File: src/logic/temp_sensor_consts.svh
// Constants for the serial temperature sensor command and register block
`ifndef TEMP_SENSOR_CONSTS_SVH
`define TEMP_SENSOR_CONSTS_SVH

// Command codes
`define CMD_RD_TEMP      8'hc1
`define CMD_RD_CONFIG    8'hc3
`define CMD_RD_HYST      8'hc5
`define CMD_RD_CRIT      8'hc7
`define CMD_RD_LOWER     8'hc9
`define CMD_RD_UPPER     8'hcb
`define CMD_WR_CONFIG    8'h83
`define CMD_WR_HYST      8'h85
`define CMD_WR_CRIT      8'h87
`define CMD_WR_LOWER     8'h89
`define CMD_WR_UPPER     8'h8b
`define CMD_START_BIT    7
`define CMD_READ_BIT     6

// Frame length in serial clocks
`define FRAME_CLOCKS     5'd24
`define CMD_CLOCKS       5'd8

// Configuration fields
`define CFG_IMPL_MASK    16'h1f00
`define CFG_SHUTDOWN     8
`define CFG_INT_MODE     9
`define CFG_CRIT_POL     10
`define CFG_WARN_POL     11
`define CFG_QUEUE        12

// Result flag positions
`define FLAG_CRIT        2
`define FLAG_UPPER       1
`define FLAG_LOWER       0

// Reset values
`define RST_CONFIG       16'h0000
`define RST_HYST         16'h0100
`define RST_CRIT         16'h2800
`define RST_LOWER        16'h0500
`define RST_UPPER        16'h2000
`define RST_TEMP         16'h0000
`define LIMIT_MASK       16'hff80

// Fault queue depth in conversions
`define QUEUE_DEPTH      3'd4

// Conversion period: 500 ms at 200 MHz (5 ns)
`define CONV_TIME_NS     500000000
`define CLK_PERIOD_NS    5
`define CONV_CYCLES      (`CONV_TIME_NS / `CLK_PERIOD_NS)

`endif

File: src/logic/temp_sensor_pkg.sv
// Types for the serial temperature sensor command and register block
package temp_sensor_pkg;
    typedef enum logic [2:0] {
        SEL_NONE,
        SEL_TEMP,
        SEL_CONFIG,
        SEL_HYST,
        SEL_CRIT,
        SEL_LOWER,
        SEL_UPPER
    } reg_sel_t;

    typedef struct packed {
        reg_sel_t sel;
        logic     rd;
        logic     wr;
    } cmd_dec_t;
endpackage

File: src/logic/fault_queue_if.sv
// Signals between the alarm channel and the register block
`timescale 1ns/10ps
`default_nettype none
interface fault_queue_if;
    logic conv_done;
    logic queue_en;
    logic intr_mode;
    logic set_cond;
    logic clear_cond;
    logic release_req;
    logic active;
    modport ctrl (output conv_done, queue_en, intr_mode, set_cond,
                  clear_cond, release_req, input active);
    modport chan (input conv_done, queue_en, intr_mode, set_cond,
                  clear_cond, release_req, output active);
endinterface
`default_nettype wire

File: src/logic/alarm_channel.sv
// One alarm channel with fault queue and comparator or latched mode
`timescale 1ns/10ps
`default_nettype none
module alarm_channel (
    // Clock and reset
    input  wire logic   clk,
    input  wire logic   rst,
    // Link to the register block
    fault_queue_if.chan fq
);
    import temp_sensor_pkg::*;
`include "temp_sensor_consts.svh"

    logic [2:0] set_cnt_reg;
    logic [2:0] clr_cnt_reg;
    logic       active_reg;
    logic [2:0] need;

    // Queue disabled means a single conversion is enough
    assign need = fq.queue_en ? `QUEUE_DEPTH : 3'd1;

    always_ff @(posedge clk or posedge rst) begin
        if (rst) begin
            set_cnt_reg <= 3'd0;
        end else if (fq.conv_done) begin
            if (!fq.set_cond)
                set_cnt_reg <= 3'd0;
            else if (set_cnt_reg < `QUEUE_DEPTH)
                set_cnt_reg <= set_cnt_reg + 3'd1;
        end
    end

    always_ff @(posedge clk or posedge rst) begin
        if (rst) begin
            clr_cnt_reg <= 3'd0;
        end else if (fq.conv_done) begin
            if (!fq.clear_cond)
                clr_cnt_reg <= 3'd0;
            else if (clr_cnt_reg < `QUEUE_DEPTH)
                clr_cnt_reg <= clr_cnt_reg + 3'd1;
        end
    end

    // Latched mode: a release only clears; the set count is kept, so a continuing set run re-arms on its next conversion
    always_ff @(posedge clk or posedge rst) begin
        if (rst) begin
            active_reg <= 1'b0;
        end else if (fq.conv_done && fq.set_cond
                     && (set_cnt_reg + 3'd1 >= need)) begin
            active_reg <= 1'b1;
        end else if (fq.intr_mode && fq.release_req) begin
            active_reg <= 1'b0;
        end else if (!fq.intr_mode && fq.conv_done && fq.clear_cond
                     && (clr_cnt_reg + 3'd1 >= need)) begin
            active_reg <= 1'b0;
        end
    end

    assign fq.active = active_reg;
endmodule // alarm_channel
`default_nettype wire

File: src/logic/temp_sensor_regs.sv
// Serial command decoder, register file and alarm logic of the sensor
//
// Behaviour
// - Command bit 7 is a start marker; bit 6 high reads, low writes.
// - Exactly eleven valid commands: six reads, five writes, none for result.
// - C1h reads result, C3h reads configuration, 83h writes configuration.
// - Limit codes: hysteresis C5/85, critical C7/87, lower C9/89, upper CB/8B.
// - Conversions run continuously on their own timer, restarted by each chip select.
// - Reading the result aborts the running conversion, returns the last one.
// - Every link access restarts a fresh conversion.
// - Six 16-bit registers; result read-only, others read and write.
// - Result bit 15 is sign, bits 14 to 3 hold the lower value bits.
// - Result bits 15 to 3 are two's complement, 0.0625 C per step.
// - Result bits 2, 1, 0 are critical, upper and lower flags.
// - Only configuration bits 8 to 12 exist; others read zero.
// - Configuration bit 8 shuts down all but link and reset logic.
// - With bit 12 set, outputs assert after four consecutive faulty conversions.
// - Limits use nine top bits, 1 C per step; low seven ignored.
// - Critical threshold uses critical and hysteresis; warning uses upper, lower and hysteresis.
// - Reset loads hysteresis 0100h and critical limit 2800h.
// - Reset loads lower limit 0500h and upper limit 2000h.
// - A valid frame has exactly 24 serial clocks; writes in other frames are ignored.
// - Command then 16 data bits MSB first; read data from eighth fall.
// - Bit 11 warning polarity, bit 10 critical polarity, bit 9 latched mode.
// - In latched mode any result read releases the warning output.
`timescale 1ns/10ps
`default_nettype none
module temp_sensor_regs #(
    parameter int CONV_CYCLES = `CONV_CYCLES
) (
    // Clock and reset
    input  wire logic        clk,
    input  wire logic        rst,
    // Serial link pins
    input  wire logic        cs_n,
    input  wire logic        sclk,
    input  wire logic        bidir_serial_line_in,
    output logic             bidir_serial_line_out,
    output logic             bidir_serial_line_oe_n,
    // Converter data path
    input  wire logic [12:0] adc_sample,
    // Alarm pins, open drain
    output logic             warning_output_oe_n,
    output logic             critical_output_oe_n,
    // Status
    output logic             shutdown_active,
    output logic             conv_start_pulse
);
    import temp_sensor_pkg::*;
`include "temp_sensor_consts.svh"

    // Pin synchronisers
    logic [1:0] cs_sync_reg;
    logic [1:0] sclk_sync_reg;
    logic [1:0] sio_sync_reg;
    logic       sclk_prev_reg;
    logic       cs_prev_reg;

    always_ff @(posedge clk or posedge rst) begin
        if (rst) begin
            cs_sync_reg   <= 2'b11;
            sclk_sync_reg <= 2'b00;
            sio_sync_reg  <= 2'b00;
            sclk_prev_reg <= 1'b0;
            cs_prev_reg   <= 1'b1;
        end else begin
            cs_sync_reg   <= {cs_sync_reg[0], cs_n};
            sclk_sync_reg <= {sclk_sync_reg[0], sclk};
            sio_sync_reg  <= {sio_sync_reg[0], bidir_serial_line_in};
            sclk_prev_reg <= sclk_sync_reg[1];
            cs_prev_reg   <= cs_sync_reg[1];
        end
    end

    logic cs_low;
    logic sclk_rise;
    logic sclk_fall;
    logic cs_fall;
    logic cs_rise;
    logic sio_bit;

    assign cs_low    = !cs_sync_reg[1];
    assign sclk_rise = cs_low && sclk_sync_reg[1] && !sclk_prev_reg;
    assign sclk_fall = cs_low && !sclk_sync_reg[1] && sclk_prev_reg;
    assign cs_fall   = cs_prev_reg && !cs_sync_reg[1];
    assign cs_rise   = !cs_prev_reg && cs_sync_reg[1];
    assign sio_bit   = sio_sync_reg[1];

    // Command decoding, used for both read and write paths
    function automatic cmd_dec_t decode(input logic [7:0] c);
        cmd_dec_t d;
        d = '{sel: SEL_NONE, rd: 1'b0, wr: 1'b0};
        unique case (c)
            `CMD_RD_TEMP:   d = '{sel: SEL_TEMP,   rd: 1'b1, wr: 1'b0};
            `CMD_RD_CONFIG: d = '{sel: SEL_CONFIG, rd: 1'b1, wr: 1'b0};
            `CMD_RD_HYST:   d = '{sel: SEL_HYST,   rd: 1'b1, wr: 1'b0};
            `CMD_RD_CRIT:   d = '{sel: SEL_CRIT,   rd: 1'b1, wr: 1'b0};
            `CMD_RD_LOWER:  d = '{sel: SEL_LOWER,  rd: 1'b1, wr: 1'b0};
            `CMD_RD_UPPER:  d = '{sel: SEL_UPPER,  rd: 1'b1, wr: 1'b0};
            `CMD_WR_CONFIG: d = '{sel: SEL_CONFIG, rd: 1'b0, wr: 1'b1};
            `CMD_WR_HYST:   d = '{sel: SEL_HYST,   rd: 1'b0, wr: 1'b1};
            `CMD_WR_CRIT:   d = '{sel: SEL_CRIT,   rd: 1'b0, wr: 1'b1};
            `CMD_WR_LOWER:  d = '{sel: SEL_LOWER,  rd: 1'b0, wr: 1'b1};
            `CMD_WR_UPPER:  d = '{sel: SEL_UPPER,  rd: 1'b0, wr: 1'b1};
            default:        d = '{sel: SEL_NONE,   rd: 1'b0, wr: 1'b0};
        endcase
        // Start marker and direction bit must agree with the table
        if (!c[`CMD_START_BIT] || (c[`CMD_READ_BIT] != d.rd))
            d = '{sel: SEL_NONE, rd: 1'b0, wr: 1'b0};
        return d;
    endfunction

    // Frame shifter
    logic [4:0]  bit_cnt_reg;
    logic [7:0]  cmd_reg;
    logic [15:0] data_in_reg;
    logic [15:0] data_out_reg;
    logic        overrun_reg;
    cmd_dec_t    dec;

    assign dec = decode(cmd_reg);

    always_ff @(posedge clk or posedge rst) begin
        if (rst) begin
            bit_cnt_reg <= 5'd0;
            overrun_reg <= 1'b0;
        end else if (cs_fall) begin
            bit_cnt_reg <= 5'd0;
            overrun_reg <= 1'b0;
        end else if (sclk_rise) begin
            if (bit_cnt_reg == `FRAME_CLOCKS)
                overrun_reg <= 1'b1;
            else
                bit_cnt_reg <= bit_cnt_reg + 5'd1;
        end
    end

    always_ff @(posedge clk or posedge rst) begin
        if (rst) begin
            cmd_reg     <= 8'h00;
            data_in_reg <= 16'h0000;
        end else if (sclk_rise && bit_cnt_reg < `FRAME_CLOCKS) begin
            // MSB first, command then data
            if (bit_cnt_reg < `CMD_CLOCKS)
                cmd_reg <= {cmd_reg[6:0], sio_bit};
            else
                data_in_reg <= {data_in_reg[14:0], sio_bit};
        end
    end

    // Registers
    logic [15:0] temp_reg;
    logic [15:0] device_configuration_reg;
    logic [15:0] hysteresis_limit_reg;
    logic [15:0] critical_limit_reg;
    logic [15:0] lower_limit_reg;
    logic [15:0] upper_limit_reg;
    logic        frame_ok;
    logic        wr_commit;

    // A frame counts only when it closes with exactly 24 clocks
    assign frame_ok  = cs_rise && !overrun_reg
                       && bit_cnt_reg == `FRAME_CLOCKS;
    assign wr_commit = frame_ok && dec.wr;

    always_ff @(posedge clk or posedge rst) begin
        if (rst) begin
            device_configuration_reg <= `RST_CONFIG;
            hysteresis_limit_reg     <= `RST_HYST;
            critical_limit_reg       <= `RST_CRIT;
            lower_limit_reg          <= `RST_LOWER;
            upper_limit_reg          <= `RST_UPPER;
        end else if (wr_commit) begin
            unique case (dec.sel)
                SEL_CONFIG: device_configuration_reg <=
                    data_in_reg & `CFG_IMPL_MASK;
                SEL_HYST:  hysteresis_limit_reg <= data_in_reg & `LIMIT_MASK;
                SEL_CRIT:  critical_limit_reg <= data_in_reg & `LIMIT_MASK;
                SEL_LOWER: lower_limit_reg <= data_in_reg & `LIMIT_MASK;
                SEL_UPPER: upper_limit_reg <= data_in_reg & `LIMIT_MASK;
                default: ;
            endcase
        end
    end

    // Read path: load at the eighth falling edge, shift on later falls
    logic [15:0] rd_word;
    logic        line_oe_n_reg;
    logic        sio_out_reg;

    always_comb begin
        unique case (decode(cmd_reg).sel)
            SEL_TEMP:   rd_word = temp_reg;
            SEL_CONFIG: rd_word = device_configuration_reg;
            SEL_HYST:   rd_word = hysteresis_limit_reg;
            SEL_CRIT:   rd_word = critical_limit_reg;
            SEL_LOWER:  rd_word = lower_limit_reg;
            SEL_UPPER:  rd_word = upper_limit_reg;
            default:    rd_word = 16'h0000;
        endcase
    end

    always_ff @(posedge clk or posedge rst) begin
        if (rst) begin
            data_out_reg  <= 16'h0000;
            line_oe_n_reg <= 1'b1;
            sio_out_reg   <= 1'b0;
        end else if (!cs_low) begin
            line_oe_n_reg <= 1'b1;
        end else if (sclk_fall) begin
            if (bit_cnt_reg == `CMD_CLOCKS && dec.rd) begin
                line_oe_n_reg <= 1'b0;
                sio_out_reg   <= rd_word[15];
                data_out_reg  <= {rd_word[14:0], 1'b0};
            end else if (!line_oe_n_reg) begin
                sio_out_reg  <= data_out_reg[15];
                data_out_reg <= {data_out_reg[14:0], 1'b0};
            end
        end
    end

    assign bidir_serial_line_out  = sio_out_reg;
    assign bidir_serial_line_oe_n = line_oe_n_reg;

    // Result read events, seen when the eighth clock finishes the command
    logic temp_read;
    assign temp_read = sclk_fall && bit_cnt_reg == `CMD_CLOCKS
                       && dec.rd && dec.sel == SEL_TEMP;

    // Conversion timer
    logic [$clog2(CONV_CYCLES+1)-1:0] conv_cnt_reg;
    logic shutdown;
    logic conv_done;
    logic conv_start_reg;

    assign shutdown  = device_configuration_reg[`CFG_SHUTDOWN];
    assign conv_done = !shutdown && conv_cnt_reg ==
                       ($bits(conv_cnt_reg))'(CONV_CYCLES - 1);

    // Restart on any access; a result read thus discards the partial run
    always_ff @(posedge clk or posedge rst) begin
        if (rst) begin
            conv_cnt_reg   <= '0;
            conv_start_reg <= 1'b0;
        end else if (shutdown) begin
            conv_cnt_reg   <= '0;
            conv_start_reg <= 1'b0;
        end else if (cs_fall || temp_read || conv_done) begin
            conv_cnt_reg   <= '0;
            conv_start_reg <= 1'b1;
        end else begin
            conv_cnt_reg   <= conv_cnt_reg + 1'b1;
            conv_start_reg <= 1'b0;
        end
    end

    // Limit comparisons at 1 C steps against the 1/16 C result
    function automatic logic signed [13:0] lim(input logic [15:0] r);
        return {r[15], r[15:7], 4'h0};
    endfunction

    logic signed [13:0] t;
    logic signed [13:0] hyst;
    logic               over_crit;
    logic               over_upper;
    logic               under_lower;

    assign t           = {adc_sample[12], adc_sample};
    assign hyst        = lim(hysteresis_limit_reg);
    assign over_crit   = t > lim(critical_limit_reg);
    assign over_upper  = t > lim(upper_limit_reg);
    assign under_lower = t < lim(lower_limit_reg);

    // Result register; updated only by a completed conversion
    always_ff @(posedge clk or posedge rst) begin
        if (rst) begin
            temp_reg <= `RST_TEMP;
        end else if (conv_done) begin
            temp_reg <= {adc_sample, 3'b000};
            temp_reg[`FLAG_CRIT]  <= over_crit;
            temp_reg[`FLAG_UPPER] <= over_upper;
            temp_reg[`FLAG_LOWER] <= under_lower;
        end
    end

    // Alarm channels
    fault_queue_if warn_if ();
    fault_queue_if crit_if ();

    assign warn_if.conv_done   = conv_done;
    assign warn_if.queue_en    = device_configuration_reg[`CFG_QUEUE];
    assign warn_if.intr_mode   = device_configuration_reg[`CFG_INT_MODE];
    assign warn_if.set_cond    = over_upper || under_lower;
    assign warn_if.clear_cond  = t < lim(upper_limit_reg) - hyst
                                 && t > lim(lower_limit_reg) + hyst;
    assign warn_if.release_req = temp_read;

    // Critical channel is comparator only
    assign crit_if.conv_done   = conv_done;
    assign crit_if.queue_en    = device_configuration_reg[`CFG_QUEUE];
    assign crit_if.intr_mode   = 1'b0;
    assign crit_if.set_cond    = over_crit;
    assign crit_if.clear_cond  = t < lim(critical_limit_reg) - hyst;
    assign crit_if.release_req = 1'b0;

    alarm_channel u_warn (
        .clk (clk),
        .rst (rst),
        .fq  (warn_if.chan)
    );

    alarm_channel u_crit (
        .clk (clk),
        .rst (rst),
        .fq  (crit_if.chan)
    );

    // Open-drain pins: oe_n low pulls the line low
    logic warn_oe_n_reg;
    logic crit_oe_n_reg;
    logic shutdown_reg;

    always_ff @(posedge clk or posedge rst) begin
        if (rst) begin
            warn_oe_n_reg <= 1'b1;
            crit_oe_n_reg <= 1'b1;
            shutdown_reg  <= 1'b0;
        end else begin
            warn_oe_n_reg <= warn_if.active ^
                !device_configuration_reg[`CFG_WARN_POL];
            crit_oe_n_reg <= crit_if.active ^
                !device_configuration_reg[`CFG_CRIT_POL];
            shutdown_reg  <= shutdown;
        end
    end

    assign warning_output_oe_n  = warn_oe_n_reg;
    assign critical_output_oe_n = crit_oe_n_reg;
    assign shutdown_active      = shutdown_reg;
    assign conv_start_pulse     = conv_start_reg;
endmodule // temp_sensor_regs
`default_nettype wire

File: config.mk
export PLATFORM = sky130hd
export DESIGN_NAME = temp_sensor_regs
export DESIGN_NICKNAME = d
export VERILOG_FILES = /design/src/logic/temp_sensor_pkg.sv /design/src/logic/fault_queue_if.sv /design/src/logic/alarm_channel.sv /design/src/logic/temp_sensor_regs.sv
export VERILOG_INCLUDE_DIRS = /design/src /design/src/logic
export SDC_FILE = /design/constraint.sdc
export NUM_CORES = 1
export LEC_CHECK = 0
export BUFFER_PORTS_ARGS = -buffer_cell sky130_fd_sc_hd__buf_2
export CORE_MARGIN = 2
export CORE_UTILIZATION = 63
export DETAILED_ROUTE_END_ITERATION = 8
export HOLD_SLACK_MARGIN = 0.06
export PLACE_DENSITY = 0.84
export SYNTH_ARGS = -nofsm -noshare
export SYNTH_HDL_FRONTEND = slang
export SYNTH_HIERARCHICAL = 1
export SYNTH_SLANG_ARGS = --single-unit
File: constraint.sdc
create_clock -name clk -period 5.7 [get_ports clk]
set_clock_uncertainty 0.05 [all_clocks]
set_input_delay 0.855 -clock clk [delete_from_list [all_inputs] [get_ports clk]]
set_output_delay 0.855 -clock clk [all_outputs]
set_load 0.05 [all_outputs]
==> reports/qor_table.md <==
| Metric | Value | Unit |
|---|---|---|
| Result of the run | complete, no violations | - |
| Worst Setup Slack post-DPL | 1.98 | ns |
| Type of element capturing the critical path | register | - |
| Number of placed instances, taps included | 1,112 | - |
| Initial Util | 0.636 | - |
| Routed length per placed instance | 19.5 | um |
| Worst Hold Slack | 0.300 | ns |
| Slew Viols, Final | 0 | - |
| FF-to-FF setup slack | 1.98 | ns |
| Number of H-tree levels | 4 | - |
| Flip-flop count of the largest register, all copies and words added | 27 | - |
| Resize count post-CTS | 0 | - |
| Data arrival time of the critical path | 3.96 | ns |
| Number of hold buffers added after cts | 0 | - |
| Violation count after the first detailed-route iteration | 602 | - |
| Post-synth EDFFs | 0 | - |
| Worst-path cell with the longest stage delay | sky130_fd_sc_hd__dfstp_2 | - |
| First-pass DRT Iterations | 6 | - |
| Area occupied by registers | 3940 | um2 |
| Most instantiated library cell after synthesis | sky130_fd_sc_hd__dfrtp_1 | - |
| Post-detailed-routing wire length | 22,300 | um |
| Internal cell power | 0.00196 | W |
| Combined area of the multi-input logic cells | 5230 | um2 |
| Share of power burned in registers | 0.465 | - |
| Yosys top cell by area | sky130_fd_sc_hd__dfrtp_1 | - |
| RSZ-0062 raised after global routing | no | - |
| ANT cells | 0 | - |
| Slew at the pin closest to its max-slew limit | 0.963 | ns |
| Netlist Area Pre-Place | 9560 | um2 |
| CP startpoint | hysteresis_limit_reg[8]$_DFFE_PP1P_ | - |
| Synth top area cells | sky130_fd_sc_hd__dfrtp_1 (38%), sky130_fd_sc_hd__ha_1 (13%), sky130_fd_sc_hd__mux2_2 (9.5%), sky130_fd_sc_hd__nor2_1 (3.5%), sky130_fd_sc_hd__dfstp_2 (3.3%) | - |
| Die Area | 16,200 | um2 |
| Fmax achieved | 269 | MHz |
| Initial antenna violation count | 0 | - |
| Layout overhead on the synthesized area | 8.83 | % |
| Capture point of the worst reg-to-reg path | u_crit/fq.active$_DFFE_PP0P_ | - |
| Clock latency on the worst-skew pair | 0.43 | ns |
| Power density cells | 255 | nW/um2 |
| Total via count after detailed routing | 7,197 | - |
| Crit-path max FO | 5 | - |
| Worst supply voltage drop on vdd | 285 | uV |
| Fraction of final layout cells with drive strength greater than 1 | 0.169 | - |
| Sw frac | 0.261 | - |
| Core box area | 15,000 | um2 |
| Crit share post-route | 0.652 | - |
| Total Negative Setup Slacks | 0 | ns |
| Setup slack after layout | 1.98 | ns |
| Die X | 127 | um |
| Top FF cell, synth | sky130_fd_sc_hd__dfrtp_1 | - |
| Source of the worst register-to-register timing path | hysteresis_limit_reg[8]$_DFFE_PP1P_ | - |
| Max clock buf depth | 2 | - |
| Cts bufs inserted | 17 | - |
| Ordered cell list for the critical path | inv_1, fa_1, a21o_1, a211oi_1, nor2_1, o41ai_1, xor2_1, ha_1, nor4b_1, o211ai_1, o21ai_0, nand4b_1, a21oi_1, o22ai_1 | - |
| Sequential cell area fraction in the yosys report | 0.412 | - |
| CTS tree | done | - |
| End point of the critical path | u_crit/fq.active$_DFFE_PP0P_ | - |
| Final hold viol count | 0 | - |
| Total of warnings raised by yosys | 6 | - |
| Clock group share of total power | 0.444 | - |
| Number of global-route vias before repair | 7,122 | - |
| Most used standard cells in the synthesized netlist | sky130_fd_sc_hd__dfrtp_1 (145), sky130_fd_sc_hd__ha_1 (96), sky130_fd_sc_hd__nor2_1 (88), sky130_fd_sc_hd__mux2_2 (81), sky130_fd_sc_hd__inv_1 (66) | - |
| Shortest clock period the worst path allows after layout | 3.72 | ns |
| Vias/cell | 6.29 | - |
| Nature of the critical path startpoint | register | - |
| Clock sink count | 157 | - |
| # Max-Cap Violations | 0 | - |
| DRC | 0 | - |
| Maximum cell stage delay along the critical path | 0.55 | ns |
| Clk root buf | sky130_fd_sc_hd__clkbuf_16 | - |
| Proportion of register bits with asynchronous set or reset after synthesis | 1.00 | - |
| CTS clk-pin slew, worst paths | 0.06 | ns |
| Die Y-Extent | 127 | um |
| Total power consumption of the routed design | 0.00265 | W |
| Depth of the worst register-to-register path | 14 | - |
| Count of fill cells added during filler insertion | 1,101 | - |
| Post-CTS setup-driven buffer insertion count | 0 | - |
| Crit path kind | register to register | - |
| Wire length of the first global-routing pass | 36,600 | um |
| Combinational power share | 0.091 | - |
| Hpwl dp | 15,700 | um |
| Gate count of the mapped netlist | 921 | - |
| Filler-free cell count of the finished design | 1,144 | - |
| Classification of the worst-slack hold path | register to register | - |
| Antenna-violating nets left | 0 | - |
| Tightest slew margin relative to the limit | 0.356 | - |
| Count of port buffers added during placement | 23 | - |
| Routability congestion estimate | 0.965 | - |
| Total congestion overflow after global routing | 0 | - |
| Yosys cell types | 71 | - |
| Switching power | 0.000693 | W |
| Synthesis-stage register bit count | 157 | - |
| I/O pin count | 24 | - |
| GRT Util Overall | 0.291 | - |
| Net count reported at finish | 1,060 | - |
| Mean Syn Cell Area | 10.4 | um2 |
| Final number of setup-violating endpoints | 0 | - |
| P_leak | 4.61 | nW |
| Pin count of the biggest net entering global routing | 99 | - |
| Share of Yosys cell area claimed by the top area cell type | 0.379 | - |
| Placement row count | 45 | - |
| CP required | 5.94 | ns |
==> cell type report <==
cell class | instances | share of cell area
inverters | 66 | 0.0243
clock buffers | 20 | 0.0429
repair buffers | 26 | 0.0132
flip-flops and latches | 157 | 0.379
clock inverters | 12 | 0.0156
multi-input cells | 675 | 0.502
well taps | 188 | 0.0226
==> logic make-up after synthesis <==
| kind of cell | Yosys count | share of synthesized area |
|---|---|---|
| buffers and inverters | 92 | 0.0420 |
| other | 1 | 0.000392 |
| XOR/XNOR | 56 | 0.0513 |
| flip-flops | 157 | 0.412 |
| multiplexers | 87 | 0.102 |
| adder cells (fa/ha/maj) | 99 | 0.132 |
| AND/OR/NAND/NOR | 254 | 0.140 |
| AO/OA/AOI/OAI | 175 | 0.120 |
==> metrics by stage <==
step / instance area, um2 / utilization
2_1_floorplan: 9570 / -
3_3_place_gp: 9800 / 0.652
3_5_place_dp: 9800 / 0.652
4_1_cts: 10400 / 0.692
5_1_grt: 10400 / 0.692
6_report: 10400 / 0.692
==> critical path, delay by kind of cell (launching register included) <==
kind	cells	cell delay [ns]
AOI/OAI and AO/OA	7	1.52
adders and majority gates	2	0.70
DFF	1	0.55
and+or+nand+nor	3	0.49
buffers and inverters	1	0.14
xor gates and xnor gates	1	0.13
==> how the worst min path moves through the flow <==
| stage | start | to | slack (ns) | depth (start not counted) |
|---|---|---|---|---|
| after floorplan | sclk_sync_reg[0]$_DFF_PP0_ | sclk_sync_reg[1]$_DFF_PP0_ | 0.28 | 0 |
| after global placement | sio_sync_reg[0]$_DFF_PP0_ | sio_sync_reg[1]$_DFF_PP0_ | 0.28 | 0 |
| after detailed placement | sio_sync_reg[0]$_DFF_PP0_ | sio_sync_reg[1]$_DFF_PP0_ | 0.29 | 0 |
| after CTS | sio_sync_reg[0]$_DFF_PP0_ | sio_sync_reg[1]$_DFF_PP0_ | 0.30 | 0 |
| after global routing | cs_sync_reg[0]$_DFF_PP1_ | cs_sync_reg[1]$_DFF_PP1_ | 0.31 | 0 |
| final | sio_sync_reg[0]$_DFF_PP0_ | sio_sync_reg[1]$_DFF_PP0_ | 0.30 | 0 |
==> power by group through the flow <==
stage          Sequential, W  Clock (W)  Combinational, W
2_1_floorplan        0.00121          0          0.000199
3_3_place_gp         0.00124          0          0.000226
3_5_place_dp         0.00125          0          0.000237
4_1_cts              0.00123    0.00119          0.000241
5_1_grt              0.00124    0.00124          0.000269
6_report             0.00123    0.00118          0.000242
==> cell usage in the layout, fill, tap and decap left out, types with 5 or more instances in the layout <==
| master | netlist | routed |
|---|---|---|
| sky130_fd_sc_hd__a211oi_1 | 5 | 5 |
| sky130_fd_sc_hd__mux2i_1 | 6 | 6 |
| sky130_fd_sc_hd__a221oi_1 | 10 | 10 |
| sky130_fd_sc_hd__a21oi_1 | 48 | 48 |
| sky130_fd_sc_hd__nor3_1 | 13 | 13 |
| sky130_fd_sc_hd__o21ai_0 | 36 | 36 |
| sky130_fd_sc_hd__nand3_1 | 25 | 25 |
| sky130_fd_sc_hd__o22ai_1 | 9 | 9 |
| sky130_fd_sc_hd__nand2_1 | 38 | 38 |
| sky130_fd_sc_hd__nand2b_1 | 10 | 10 |
| sky130_fd_sc_hd__a21o_1 | 6 | 6 |
| sky130_fd_sc_hd__dfstp_2 | 12 | 12 |
| sky130_fd_sc_hd__nor4_1 | 8 | 8 |
| sky130_fd_sc_hd__xnor2_1 | 22 | 22 |
| sky130_fd_sc_hd__and3_1 | 5 | 5 |
| sky130_fd_sc_hd__o41ai_1 | 6 | 6 |
| sky130_fd_sc_hd__inv_1 | 66 | 65 |
| sky130_fd_sc_hd__nand4_1 | 13 | 13 |
| sky130_fd_sc_hd__a22o_1 | 5 | 5 |
| sky130_fd_sc_hd__a22oi_1 | 11 | 11 |
| sky130_fd_sc_hd__clkbuf_16 | 0 | 17 |
| sky130_fd_sc_hd__o211ai_1 | 10 | 10 |
| sky130_fd_sc_hd__nor3b_1 | 5 | 5 |
| sky130_fd_sc_hd__ha_1 | 96 | 96 |
| sky130_fd_sc_hd__nor2b_1 | 14 | 14 |
| sky130_fd_sc_hd__xor2_1 | 34 | 34 |
| sky130_fd_sc_hd__dfrtp_1 | 145 | 145 |
| sky130_fd_sc_hd__buf_2 | 3 | 23 |
| sky130_fd_sc_hd__or4_1 | 5 | 5 |
| sky130_fd_sc_hd__nor2_1 | 88 | 88 |
| sky130_fd_sc_hd__mux2_2 | 81 | 81 |
==> routing by layer <==
layer / track usage / wire length (um)
met4: 0.121 / 888
met3: 0.0582 / 1340
met5: 0 / 0
met1: 0.392 / 9570
met2: 0.466 / 10500
No activity file was read; power rests on OpenSTA's default activity.
